===== config.mk =====
export PLATFORM = sky130hd
export DESIGN_NAME = program_counter_return_stack
export DESIGN_NICKNAME = d
export VERILOG_FILES = /design/src/rtl/pc_stack_pkg.sv /design/src/rtl/stack_mem_if.sv /design/src/rtl/program_counter_return_stack.sv /design/src/rtl/return_stack_ram.sv
export SDC_FILE = /design/constraint.sdc
export NUM_CORES = 1
export LEC_CHECK = 0
export ABC_AREA = 1
export BUFFER_PORTS_ARGS = -buffer_cell sky130_fd_sc_hd__clkbuf_2
export CORE_ASPECT_RATIO = 0.7
export CORE_MARGIN = 3
export CORE_UTILIZATION = 55
export CTS_CLUSTER_DIAMETER = 100
export DETAILED_ROUTE_END_ITERATION = 10
export PLACE_DENSITY = 0.75
export SETUP_SLACK_MARGIN = 0.05
export SLEW_MARGIN = 25
export SYNTH_ARGS = -nofsm -noshare
export SYNTH_HDL_FRONTEND = slang
export SYNTH_SLANG_ARGS = --single-unit

===== constraint.sdc =====
create_clock -name clock -period 3.9 [get_ports clock]
set_clock_uncertainty 0.1 [all_clocks]
set_input_delay 0.195 -clock clock [delete_from_list [all_inputs] [get_ports clock]]
set_output_delay 0.195 -clock clock [all_outputs]
set_load 0.03 [all_outputs]

===== src/rtl/pc_stack_pkg.sv =====
package pc_stack_pkg;

	localparam int PC_W        = 21;
	localparam int SP_W        = 5;
	localparam int BYTE_W      = 8;
	localparam int UPPER_W     = 5;
	localparam int REG_ADDR_W  = 3;
	localparam int WORD_W      = 16;
	localparam int STACK_DEPTH = 31;

	localparam logic [PC_W-1:0] RESET_VECTOR   = 21'h000000;
	localparam logic [PC_W-1:0] HIGH_VECTOR    = 21'h000008;
	localparam logic [PC_W-1:0] LOW_VECTOR     = 21'h000018;
	localparam logic [PC_W-1:0] PC_STEP        = 21'h000002;
	localparam logic [PC_W-1:0] PROG_MEM_BYTES = 21'h004000;

	localparam logic [SP_W-1:0] SP_EMPTY = 5'h00;
	localparam logic [SP_W-1:0] SP_FULL  = 5'h1f;
	localparam logic [SP_W-1:0] SP_ONE   = 5'h01;

	// register map, one byte each
	localparam logic [REG_ADDR_W-1:0] REG_PC_LOW       = 3'h0;
	localparam logic [REG_ADDR_W-1:0] REG_HIGH_LATCH   = 3'h1;
	localparam logic [REG_ADDR_W-1:0] REG_UPPER_LATCH  = 3'h2;
	localparam logic [REG_ADDR_W-1:0] REG_STACK_PTR    = 3'h3;
	localparam logic [REG_ADDR_W-1:0] REG_TOS_LOW      = 3'h4;
	localparam logic [REG_ADDR_W-1:0] REG_TOS_HIGH     = 3'h5;
	localparam logic [REG_ADDR_W-1:0] REG_TOS_UPPER    = 3'h6;
	localparam logic [REG_ADDR_W-1:0] REG_STACK_CTRL   = 3'h7;

	localparam int OVF_BIT      = 7;
	localparam int UNF_BIT      = 6;
	localparam int FAULT_EN_BIT = 0;
	localparam int SW_PUSH_BIT  = 1;
	localparam int SW_POP_BIT   = 2;

	localparam logic FAULT_EN_RESET = 1'b1;

	typedef enum {
		PC_HOLD, PC_FAULT, PC_VECTOR, PC_CALL, PC_RETURN, PC_BRANCH, PC_SOFT, PC_SEQ
	} pc_src_t;

endpackage


===== src/rtl/stack_mem_if.sv =====
`timescale 1ns/1ps
interface stack_mem_if;
	import pc_stack_pkg::*;

	logic              wr_en;
	logic [SP_W-1:0]   wr_index;
	logic [PC_W-1:0]   wr_data;
	logic [SP_W-1:0]   rd_index;
	logic [PC_W-1:0]   rd_data;

	modport ctrl (output wr_en, output wr_index, output wr_data, output rd_index, input rd_data);
	modport mem  (input wr_en, input wr_index, input wr_data, input rd_index, output rd_data);
endinterface


===== src/rtl/program_counter_return_stack.sv =====
// The placing of the registers and the address-and-strobe port are this design's own decisions.
`timescale 1ns/1ps
module program_counter_return_stack
	import pc_stack_pkg::*;
(
	input  wire logic                  clock,
	input  wire logic                  rst_b,
	input  wire logic [REG_ADDR_W-1:0] reg_addr,
	input  wire logic [BYTE_W-1:0]     reg_wdata,
	input  wire logic                  reg_wr,
	input  wire logic                  reg_rd,
	output      logic [BYTE_W-1:0]     reg_rdata,
	input  wire logic                  seq_step,
	input  wire logic                  branch_load,
	input  wire logic [PC_W-1:0]       branch_target,
	input  wire logic                  call_req,
	input  wire logic [PC_W-1:0]       call_target,
	input  wire logic                  int_ack,
	input  wire logic                  int_high,
	input  wire logic                  ret_req,
	output      logic [PC_W-1:0]       fetch_addr,
	input  wire logic [WORD_W-1:0]     fetch_data_in,
	output      logic [WORD_W-1:0]     fetch_word,
	output      logic                  fault_reset
);

	////////////////////////////////////////////////////////////////////////////
	logic [PC_W-1:0]    pc_ff;
	logic [BYTE_W-1:0]  pc_high_latch_ff;
	logic [UPPER_W-1:0] pc_upper_latch_ff;
	logic [SP_W-1:0]    return_stack_pointer_ff;
	logic               stack_overflow_flag_ff;
	logic               stack_underflow_flag_ff;
	logic               stack_fault_reset_enable_ff;
	logic [BYTE_W-1:0]  reg_rdata_ff;
	logic [WORD_W-1:0]  fetch_word_ff;
	logic               fault_reset_ff;

	logic [PC_W-1:0]    nxt_pc;
	logic [SP_W-1:0]    nxt_sp;
	logic               nxt_ovf;
	logic               nxt_unf;
	logic               fault_now;
	pc_src_t            pc_src;
	logic [PC_W-1:0]    top_of_stack;

	logic sw_wr_ctrl;
	logic core_push;
	logic core_pop;
	logic sw_push;
	logic sw_pop;
	logic push_any;
	logic pop_any;
	logic push_ok;
	logic pop_ok;
	logic tos_wr;

	stack_mem_if mem_bus ();

	return_stack_ram u_ram (
		.clock  (clock),
		.rst_b  (rst_b),
		.port_m (mem_bus.mem)
	);

	function automatic logic wr_hit(input logic [REG_ADDR_W-1:0] offset);
		return reg_wr && (reg_addr == offset);
	endfunction

	function automatic logic [PC_W-1:0] align(input logic [PC_W-1:0] value);
		return {value[PC_W-1:1], 1'b0};
	endfunction

	////////////////////////////////////////////////////////////////////////////
	// stack operation decode; core requests outrank software ones
	// procedural on purpose: the decode function reads the bus from module scope,
	// which a continuous assignment would not re-evaluate on
	always_comb begin
		sw_wr_ctrl = wr_hit(REG_STACK_CTRL);
	end
	assign core_push  = call_req || int_ack;
	assign core_pop   = ret_req && !core_push;
	assign sw_push    = sw_wr_ctrl && reg_wdata[SW_PUSH_BIT] && !core_push && !core_pop;
	assign sw_pop     = sw_wr_ctrl && reg_wdata[SW_POP_BIT] && !core_push && !core_pop
		&& !reg_wdata[SW_PUSH_BIT];
	assign push_any   = core_push || sw_push;
	assign pop_any    = core_pop || sw_pop;
	// a full stack refuses further pushes so the last entry survives
	assign push_ok    = push_any && (return_stack_pointer_ff != SP_FULL);
	assign pop_ok     = pop_any && (return_stack_pointer_ff != SP_EMPTY);
	always_comb begin
		tos_wr = (wr_hit(REG_TOS_LOW) || wr_hit(REG_TOS_HIGH) || wr_hit(REG_TOS_UPPER))
			&& !push_any && !pop_any && (return_stack_pointer_ff != SP_EMPTY);
	end
	assign top_of_stack = (return_stack_pointer_ff == SP_EMPTY) ? '0 : mem_bus.rd_data;

	// the fault reset fires on the push that fills the stack or any push onto a full one, or on any empty pop
	assign fault_now = stack_fault_reset_enable_ff
		&& ((push_any && (return_stack_pointer_ff >= (SP_FULL - SP_ONE)))
		|| (pop_any && !pop_ok));

	always_comb begin
		nxt_sp  = return_stack_pointer_ff;
		nxt_ovf = stack_overflow_flag_ff;
		nxt_unf = stack_underflow_flag_ff;
		// software clear comes first so a same-cycle hardware set still wins
		if (wr_hit(REG_STACK_PTR)) begin
			nxt_ovf = stack_overflow_flag_ff && reg_wdata[OVF_BIT];
			nxt_unf = stack_underflow_flag_ff && reg_wdata[UNF_BIT];
			if (!push_any && !pop_any) begin
				nxt_sp = reg_wdata[SP_W-1:0];
			end
		end
		if (push_ok) begin
			nxt_sp = return_stack_pointer_ff + SP_ONE;
			if (nxt_sp == SP_FULL) begin
				nxt_ovf = 1'b1;
			end
		end else if (push_any) begin
			nxt_ovf = 1'b1;
		end
		if (pop_ok) begin
			nxt_sp = return_stack_pointer_ff - SP_ONE;
		end else if (pop_any) begin
			nxt_unf = 1'b1;
		end
		if (fault_now) begin
			nxt_sp = SP_EMPTY;
		end
	end

	// entry n of the pointer lives at ram index n-1; pointer zero has no storage
	always_comb begin
		mem_bus.wr_en    = 1'b0;
		mem_bus.wr_index = return_stack_pointer_ff;
		mem_bus.wr_data  = pc_ff;
		if (push_ok) begin
			mem_bus.wr_en = 1'b1;
		end else if (tos_wr) begin
			mem_bus.wr_en    = 1'b1;
			mem_bus.wr_index = return_stack_pointer_ff - SP_ONE;
			mem_bus.wr_data  = mem_bus.rd_data;
			case (reg_addr)
				REG_TOS_LOW: begin
					mem_bus.wr_data[BYTE_W-1:0] = reg_wdata;
				end
				REG_TOS_HIGH: begin
					mem_bus.wr_data[2*BYTE_W-1:BYTE_W] = reg_wdata;
				end
				default: begin
					mem_bus.wr_data[PC_W-1:2*BYTE_W] = reg_wdata[UPPER_W-1:0];
				end
			endcase
		end
		mem_bus.rd_index = nxt_sp - SP_ONE;
	end

	////////////////////////////////////////////////////////////////////////////
	// program counter source selection
	always_comb begin
		pc_src = PC_HOLD;
		if (fault_now) begin
			pc_src = PC_FAULT;
		end else if (int_ack) begin
			pc_src = PC_VECTOR;
		end else if (call_req) begin
			pc_src = PC_CALL;
		end else if (core_pop) begin
			pc_src = PC_RETURN;
		end else if (branch_load) begin
			pc_src = PC_BRANCH;
		end else if (wr_hit(REG_PC_LOW)) begin
			pc_src = PC_SOFT;
		end else if (seq_step) begin
			pc_src = PC_SEQ;
		end
	end

	always_comb begin
		case (pc_src)
			PC_FAULT:  nxt_pc = RESET_VECTOR;
			PC_VECTOR: nxt_pc = int_high ? HIGH_VECTOR : LOW_VECTOR;
			PC_CALL:   nxt_pc = call_target;
			PC_RETURN: nxt_pc = top_of_stack;
			PC_BRANCH: nxt_pc = branch_target;
			PC_SOFT:   nxt_pc = {pc_upper_latch_ff, pc_high_latch_ff, reg_wdata};
			PC_SEQ:    nxt_pc = PC_W'(pc_ff + PC_STEP);
			default:   nxt_pc = pc_ff;
		endcase
	end

	always_ff @(posedge clock or negedge rst_b) begin
		if (!rst_b) begin
			pc_ff <= RESET_VECTOR;
		end else begin
			pc_ff <= align(nxt_pc);
		end
	end

	// latches change by software access or a fault reset; call and return paths touch them only through that fault reset
	always_ff @(posedge clock or negedge rst_b) begin
		if (!rst_b) begin
			pc_high_latch_ff  <= '0;
			pc_upper_latch_ff <= '0;
		end else if (fault_now) begin
			pc_high_latch_ff  <= '0;
			pc_upper_latch_ff <= '0;
		end else if (reg_rd && (reg_addr == REG_PC_LOW)) begin
			pc_high_latch_ff  <= pc_ff[2*BYTE_W-1:BYTE_W];
			pc_upper_latch_ff <= pc_ff[PC_W-1:2*BYTE_W];
		end else begin
			if (wr_hit(REG_HIGH_LATCH)) begin
				pc_high_latch_ff <= reg_wdata;
			end
			if (wr_hit(REG_UPPER_LATCH)) begin
				pc_upper_latch_ff <= reg_wdata[UPPER_W-1:0];
			end
		end
	end

	always_ff @(posedge clock or negedge rst_b) begin
		if (!rst_b) begin
			return_stack_pointer_ff <= SP_EMPTY;
			stack_overflow_flag_ff  <= 1'b0;
			stack_underflow_flag_ff <= 1'b0;
		end else begin
			return_stack_pointer_ff <= nxt_sp;
			stack_overflow_flag_ff  <= nxt_ovf;
			stack_underflow_flag_ff <= nxt_unf;
		end
	end

	always_ff @(posedge clock or negedge rst_b) begin
		if (!rst_b) begin
			stack_fault_reset_enable_ff <= FAULT_EN_RESET;
		end else if (sw_wr_ctrl) begin
			stack_fault_reset_enable_ff <= reg_wdata[FAULT_EN_BIT];
		end
	end

	always_ff @(posedge clock or negedge rst_b) begin
		if (!rst_b) begin
			fault_reset_ff <= 1'b0;
		end else begin
			fault_reset_ff <= fault_now;
		end
	end

	////////////////////////////////////////////////////////////////////////////
	// fetch path: the memory answers combinationally for fetch_addr
	always_ff @(posedge clock or negedge rst_b) begin
		if (!rst_b) begin
			fetch_word_ff <= '0;
		end else if (pc_ff >= PROG_MEM_BYTES) begin
			fetch_word_ff <= '0;
		end else begin
			fetch_word_ff <= fetch_data_in;
		end
	end

	////////////////////////////////////////////////////////////////////////////
	// register read; high and upper counter bytes are read through the latches that a low-byte read fills
	always_ff @(posedge clock or negedge rst_b) begin
		if (!rst_b) begin
			reg_rdata_ff <= '0;
		end else if (reg_rd) begin
			case (reg_addr)
				REG_PC_LOW:      reg_rdata_ff <= pc_ff[BYTE_W-1:0];
				REG_HIGH_LATCH:  reg_rdata_ff <= pc_high_latch_ff;
				REG_UPPER_LATCH: reg_rdata_ff <= {3'h0, pc_upper_latch_ff};
				REG_STACK_PTR:   reg_rdata_ff <= {stack_overflow_flag_ff, stack_underflow_flag_ff,
					1'b0, return_stack_pointer_ff};
				REG_TOS_LOW:     reg_rdata_ff <= top_of_stack[BYTE_W-1:0];
				REG_TOS_HIGH:    reg_rdata_ff <= top_of_stack[2*BYTE_W-1:BYTE_W];
				REG_TOS_UPPER:   reg_rdata_ff <= {3'h0, top_of_stack[PC_W-1:2*BYTE_W]};
				default:         reg_rdata_ff <= {7'h00, stack_fault_reset_enable_ff};
			endcase
		end else begin
			reg_rdata_ff <= '0;
		end
	end

	assign reg_rdata   = reg_rdata_ff;
	assign fetch_addr  = pc_ff;
	assign fetch_word  = fetch_word_ff;
	assign fault_reset = fault_reset_ff;

	////////////////////////////////////////////////////////////////////////////
	a_lsb_zero: assert property (@(posedge clock) disable iff (!rst_b)
		pc_ff[0] == 1'b0) else $error("counter bit zero set");

	a_step_by_two: assert property (@(posedge clock) disable iff (!rst_b)
		(pc_src == PC_SEQ) |=> pc_ff == PC_W'($past(pc_ff) + PC_STEP))
		else $error("sequential step not two");

	a_low_write_latch: assert property (@(posedge clock) disable iff (!rst_b)
		(pc_src == PC_SOFT) |=>
		pc_ff[PC_W-1:BYTE_W] == $past({pc_upper_latch_ff, pc_high_latch_ff}))
		else $error("latches not copied on low byte write");

	a_low_read_copy: assert property (@(posedge clock) disable iff (!rst_b)
		(reg_rd && reg_addr == REG_PC_LOW && !fault_now) |=>
		pc_high_latch_ff == $past(pc_ff[2*BYTE_W-1:BYTE_W])
		&& reg_rdata == $past(pc_ff[BYTE_W-1:0]))
		else $error("low byte read did not copy upper bytes");

	a_call_keeps_latch: assert property (@(posedge clock) disable iff (!rst_b)
		((core_push || core_pop) && !reg_wr && !reg_rd && !fault_now) |=>
		$stable(pc_high_latch_ff) && $stable(pc_upper_latch_ff))
		else $error("call or return changed a latch");

	a_push_then_top: assert property (@(posedge clock) disable iff (!rst_b)
		(push_ok && core_push && !fault_now) |=>
		return_stack_pointer_ff == SP_W'($past(return_stack_pointer_ff) + SP_ONE)
		&& top_of_stack == $past(pc_ff))
		else $error("push did not store above old pointer");

	a_empty_pop: assert property (@(posedge clock) disable iff (!rst_b)
		(core_pop && return_stack_pointer_ff == SP_EMPTY) |=>
		stack_underflow_flag_ff && pc_ff == RESET_VECTOR && return_stack_pointer_ff == SP_EMPTY)
		else $error("empty pop mishandled");

	a_full_holds: assert property (@(posedge clock) disable iff (!rst_b)
		(push_any && return_stack_pointer_ff == SP_FULL && !stack_fault_reset_enable_ff) |=>
		return_stack_pointer_ff == SP_FULL && stack_overflow_flag_ff && $stable(top_of_stack))
		else $error("full stack pointer or entry moved");

	a_fault_resets: assert property (@(posedge clock) disable iff (!rst_b)
		(push_any && return_stack_pointer_ff == SP_FULL - SP_ONE && stack_fault_reset_enable_ff)
		|=> fault_reset && stack_overflow_flag_ff && return_stack_pointer_ff == SP_EMPTY
		&& pc_ff == RESET_VECTOR)
		else $error("fault reset did not act");

	a_vector_pick: assert property (@(posedge clock) disable iff (!rst_b)
		(int_ack && !fault_now) |=> pc_ff == ($past(int_high) ? HIGH_VECTOR : LOW_VECTOR))
		else $error("wrong interrupt vector");

	a_fetch_zero: assert property (@(posedge clock) disable iff (!rst_b)
		(pc_ff >= PROG_MEM_BYTES) |=> fetch_word == '0)
		else $error("fetch beyond memory not zero");

endmodule


===== src/rtl/return_stack_ram.sv =====
`timescale 1ns/1ps
module return_stack_ram
	import pc_stack_pkg::*;
(
	input  wire logic clock,
	input  wire logic rst_b,
	stack_mem_if.mem  port_m
);

	logic [PC_W-1:0] entry_mem [STACK_DEPTH];
	logic [PC_W-1:0] rd_data_ff;

	always_ff @(posedge clock) begin
		if (port_m.wr_en) begin
			entry_mem[port_m.wr_index] <= port_m.wr_data;
		end
	end

	// forward a same-cycle write so the read register always mirrors the addressed entry
	always_ff @(posedge clock or negedge rst_b) begin
		if (!rst_b) begin
			rd_data_ff <= '0;
		end else if (port_m.wr_en && (port_m.wr_index == port_m.rd_index)) begin
			rd_data_ff <= port_m.wr_data;
		end else begin
			rd_data_ff <= entry_mem[port_m.rd_index];
		end
	end

	assign port_m.rd_data = rd_data_ff;

endmodule


==> results.sh <==
export IMPL_status="finished clean"
export IMPL_wl_per_cell_um=24.9
export IMPL_postLayoutCellArea_um2=37600
export IMPL_setup_violations=0
export IMPL_synthFlopType="edfxtp_1"
export IMPL_tightest_slew_ns=1.15
export IMPL_seq_area_frac_synth_pct=67.0
export IMPL_die_height_um=209
export IMPL_fin_util_pct=65.4
export IMPL_std_cell_rows=73
export IMPL_hp_start="reg_addr[2]"
export IMPL_crit_arrival_ns=3.99
export IMPL_place_area_um2=34600
export IMPL_ys_warn_count=0
export IMPL_antenna_left=0
export IMPL_avgSynthCellArea_um2=10.9
export IMPL_syn_area_um2=32400
export IMPL_nets=3244
export IMPL_worstPathRequired_ns=4.30
export IMPL_clk_root_buffer_cell="clkbuf_16"
export IMPL_path_max_fanout=10
export IMPL_drt_iter0_markers=3942
export IMPL_detail_route_vias_per_cell=6.39
export IMPL_dp_cells=3761
export IMPL_path_clk_slew_ns=0.07
export IMPL_slew_headroom_pct=22.3
export IMPL_rsz0062_at_grt="no"
export IMPL_rrSetupSlack_ns=0.30
export IMPL_synth_seq_cells=738
export IMPL_period_minus_slack_ns=3.60
export IMPL_peakVddDrop_mv=0.858
export IMPL_start_util_pct=56.3
export IMPL_swShare_pct=45.0
export IMPL_port_buffers=121
export IMPL_synth_edf_count=651
export IMPL_r2r_start="return_stack_pointer_ff[0]$_DFF_PN0_"
export IMPL_pin_count=125
export IMPL_dieArea_um2=61900
export IMPL_syn_inst=2977
export IMPL_grt_usage_pct=31.4
export IMPL_fin_cells=3963
export IMPL_clock_path_buffers=3
export IMPL_cts_sinks=738
export IMPL_vias=25341
export IMPL_p_sw_mw=15.5
export IMPL_antenna_found_initial=1
export IMPL_hp_class="input pin to flip-flop"
export IMPL_tns_ns=0
export IMPL_synthArstFlopShare_pct=11.8
export IMPL_drt_wl_total_um=98700
export IMPL_drive_above_1_share_pct=13.9
export IMPL_drt_pass1_iter_count=6
export IMPL_power_leakage_nw=14.3
export IMPL_gp_congestion=0.976
export IMPL_p_clk_share_pct=19.0
export IMPL_grt_overflow_total=0
export IMPL_grt_max_degree=178
export IMPL_worstRegToRegCells=15
export IMPL_max_freq_mhz=278
export IMPL_powerDensity_nw_per_um2=916
export IMPL_syn2layout_area_growth_pct=16.1
export IMPL_dieWidth_um=296
export IMPL_yosysUniqueCellTypes=48
export IMPL_grt_pass1_vias=24078
export IMPL_power_internal_mw=19.0
export IMPL_hold_viol_final=0
export IMPL_drc_errors=0
export IMPL_clkLatencyLatePin_ns=0.62
export IMPL_htreeDepth=3
export IMPL_synth_fp_nets=3064
export IMPL_p_seq_share_pct=31.0
export IMPL_grt_pass1_wl_um=147000
export IMPL_min_period_over_period_pct=92.2
export IMPL_hold_path_end="reg_rdata[0]$_DFF_PN0_"
export IMPL_coreArea_um2=57500
export IMPL_cap_violations=0
export IMPL_cts_buffers=69
export IMPL_holdPathStages=4
export IMPL_power_frac_comb_pct=50.0
export IMPL_maxSlewViolCount=0
export IMPL_worstSetupPathType="flip-flop to flip-flop"
export IMPL_hpwl_um=59000
export IMPL_cp_start_kind="flip-flop"
export IMPL_cts_tree="built"
export IMPL_r2r_end="fetch_addr[13]$_DFFE_PN0P_"
export IMPL_endpoint_kind="flip-flop"
==> cells by family after synthesis <==
logic type | synth area share [%]
and+or+nand+nor | 23.9
AOI/OAI and AO/OA | 3.79
buffers and inverters | 4.59
DFF | 67.0
xor gates and xnor gates | 0.405
other | 0.0116
adders and majority gates | 0.309
==> cell type report <==
type                    instances  area [um2]
diodes                          1        2.50
repair buffers                313        2730
well taps                     750         938
multi-input cells            1895        9530
clock inverters                42         344
fillers                      4308       19900
repair inverters                1        5.00
clock buffers                  84        1810
flip-flops and latches        738       21700
inverters                     139         556
==> cell usage in the layout, fill, tap and decap left out, types with 32 or more instances in the layout <==
cell and n:
buf_12 34, buf_4 81, clkbuf_16 71, clkbuf_2 120, dfrtp_1 85, dlygate4sd3_1 69
edfxtp_1 651, inv_1 121, nand2_1 572, nand3_1 955, nor2_1 58, nor2_2 37
o21ai_0 32
==> routing by layer <==
layer	share of wire [%]	up-vias	track usage, %
met5	0.10	-	1.57
met4	2.3	6	8.32
met3	13	179	9.21
met2	44	1715	45.1
met1	40	12359	46.8
li1	-	11082	-
==> power by group through the flow <==
| stage | combinational [mW] | sequential, mW | clock (mW) |
|---|---|---|---|
| 2_1_floorplan | 10.5 | 10.8 | 0 |
| 3_3_place_gp | 16.1 | 10.8 | 0 |
| 3_5_place_dp | 16.5 | 10.8 | 0 |
| 4_1_cts | 16.7 | 10.6 | 6.65 |
| 5_1_grt | 18.7 | 10.7 | 6.96 |
| 6_report | 17.2 | 10.7 | 6.57 |
==> flip-flops by register name, summed over array words and instances (netlist names) <==
name                         cells
fault_reset                      1
fetch_addr                      20
fetch_word                      16
pc_high_latch_ff                 8
pc_upper_latch_ff                5
reg_rdata                        8
return_stack_pointer_ff          5
stack_fault_reset_enable_ff      1
stack_overflow_flag_ff           1
stack_underflow_flag_ff          1
u_ram.entry_mem                651
u_ram.port_m.rd_data            21
==> critical path, cell delays in order, from the launching register on <==
cell and delay, ns:
dfrtp_2 0.46, inv_1 0.10, ha_1 0.21, nand3_1 0.12
nor2_1 0.17, nand2_1 0.15, nand2_1 0.13, nand2_4 0.12
buf_4 0.20, nand2_1 0.13, nor2_4 0.08, nand3_1 0.21
clkinvlp_4 0.33, a21oi_1 0.25, o2111ai_1 0.14, dlygate4sd3_1 0.58
==> cell usage after synthesis, drive strengths merged, types with 2 or more instances <==
library cell,instances,share of area [%]
nor2,97,1.2
nor3,15,0.23
o21ai,58,0.92
ha,8,0.31
a211oi,2,0.046
o2111ai,24,0.65
a41oi,3,0.081
a221oi,4,0.11
dfrtp,86,6.6
o31ai,2,0.046
a32oi,23,0.62
clkbuf,101,1.2
o21a,5,0.12
nand3b,21,0.49
buf,104,1.8
nand4,8,0.15
edfxtp,651,60
inv,136,1.6
xor2,15,0.41
nand2,589,7.0
o211ai,18,0.42
o22ai,4,0.077
nand3,957,15
a22oi,10,0.23
clkinv,3,0.035
a21oi,23,0.36
==> worst max-delay path by stage <==
stage,start,to,cells after the start
5_1_grt,return_stack_pointer_ff[0]$_DFF_PN0_,u_ram.port_m.rd_data[11]$_DFF_PN0_,20
3_5_place_dp,return_stack_pointer_ff[0]$_DFF_PN0_,u_ram.port_m.rd_data[17]$_DFF_PN0_,21
4_1_cts,return_stack_pointer_ff[0]$_DFF_PN0_,u_ram.port_m.rd_data[17]$_DFF_PN0_,20
6_report,return_stack_pointer_ff[0]$_DFF_PN0_,fetch_addr[13]$_DFFE_PN0P_,15
2_1_floorplan,return_stack_pointer_ff[0]$_DFF_PN0_,u_ram.port_m.rd_data[11]$_DFF_PN0_,26
3_3_place_gp,return_stack_pointer_ff[0]$_DFF_PN0_,u_ram.port_m.rd_data[15]$_DFF_PN0_,19
==> timing repair <==
item | 4_1_cts | 5_1_grt
resized for setup | 0 | 24
setup endpoints to repair | 0 | 50
hold buffers | 69 | 0
setup buffers | 0 | 4
endpoints found under the hold margin | 115 | 0
==> metrics by stage <==
| stage | total power [mW] | hold slack [ns] | worst slack (ns) |
|---|---|---|---|
| final | 34.5 | 0.0705 | 0.303 |
| after global routing | 36.4 | 0.0862 | 0.0508 |
| after CTS | 34.0 | 0.0352 | 0.0586 |
| after detailed placement | 27.3 | 0.292 | 0.102 |
| after global placement | 26.9 | 0.289 | 0.170 |
| after floorplan | 21.3 | -0.201 | 0.209 |
No activity file was read; power rests on OpenSTA's default activity.
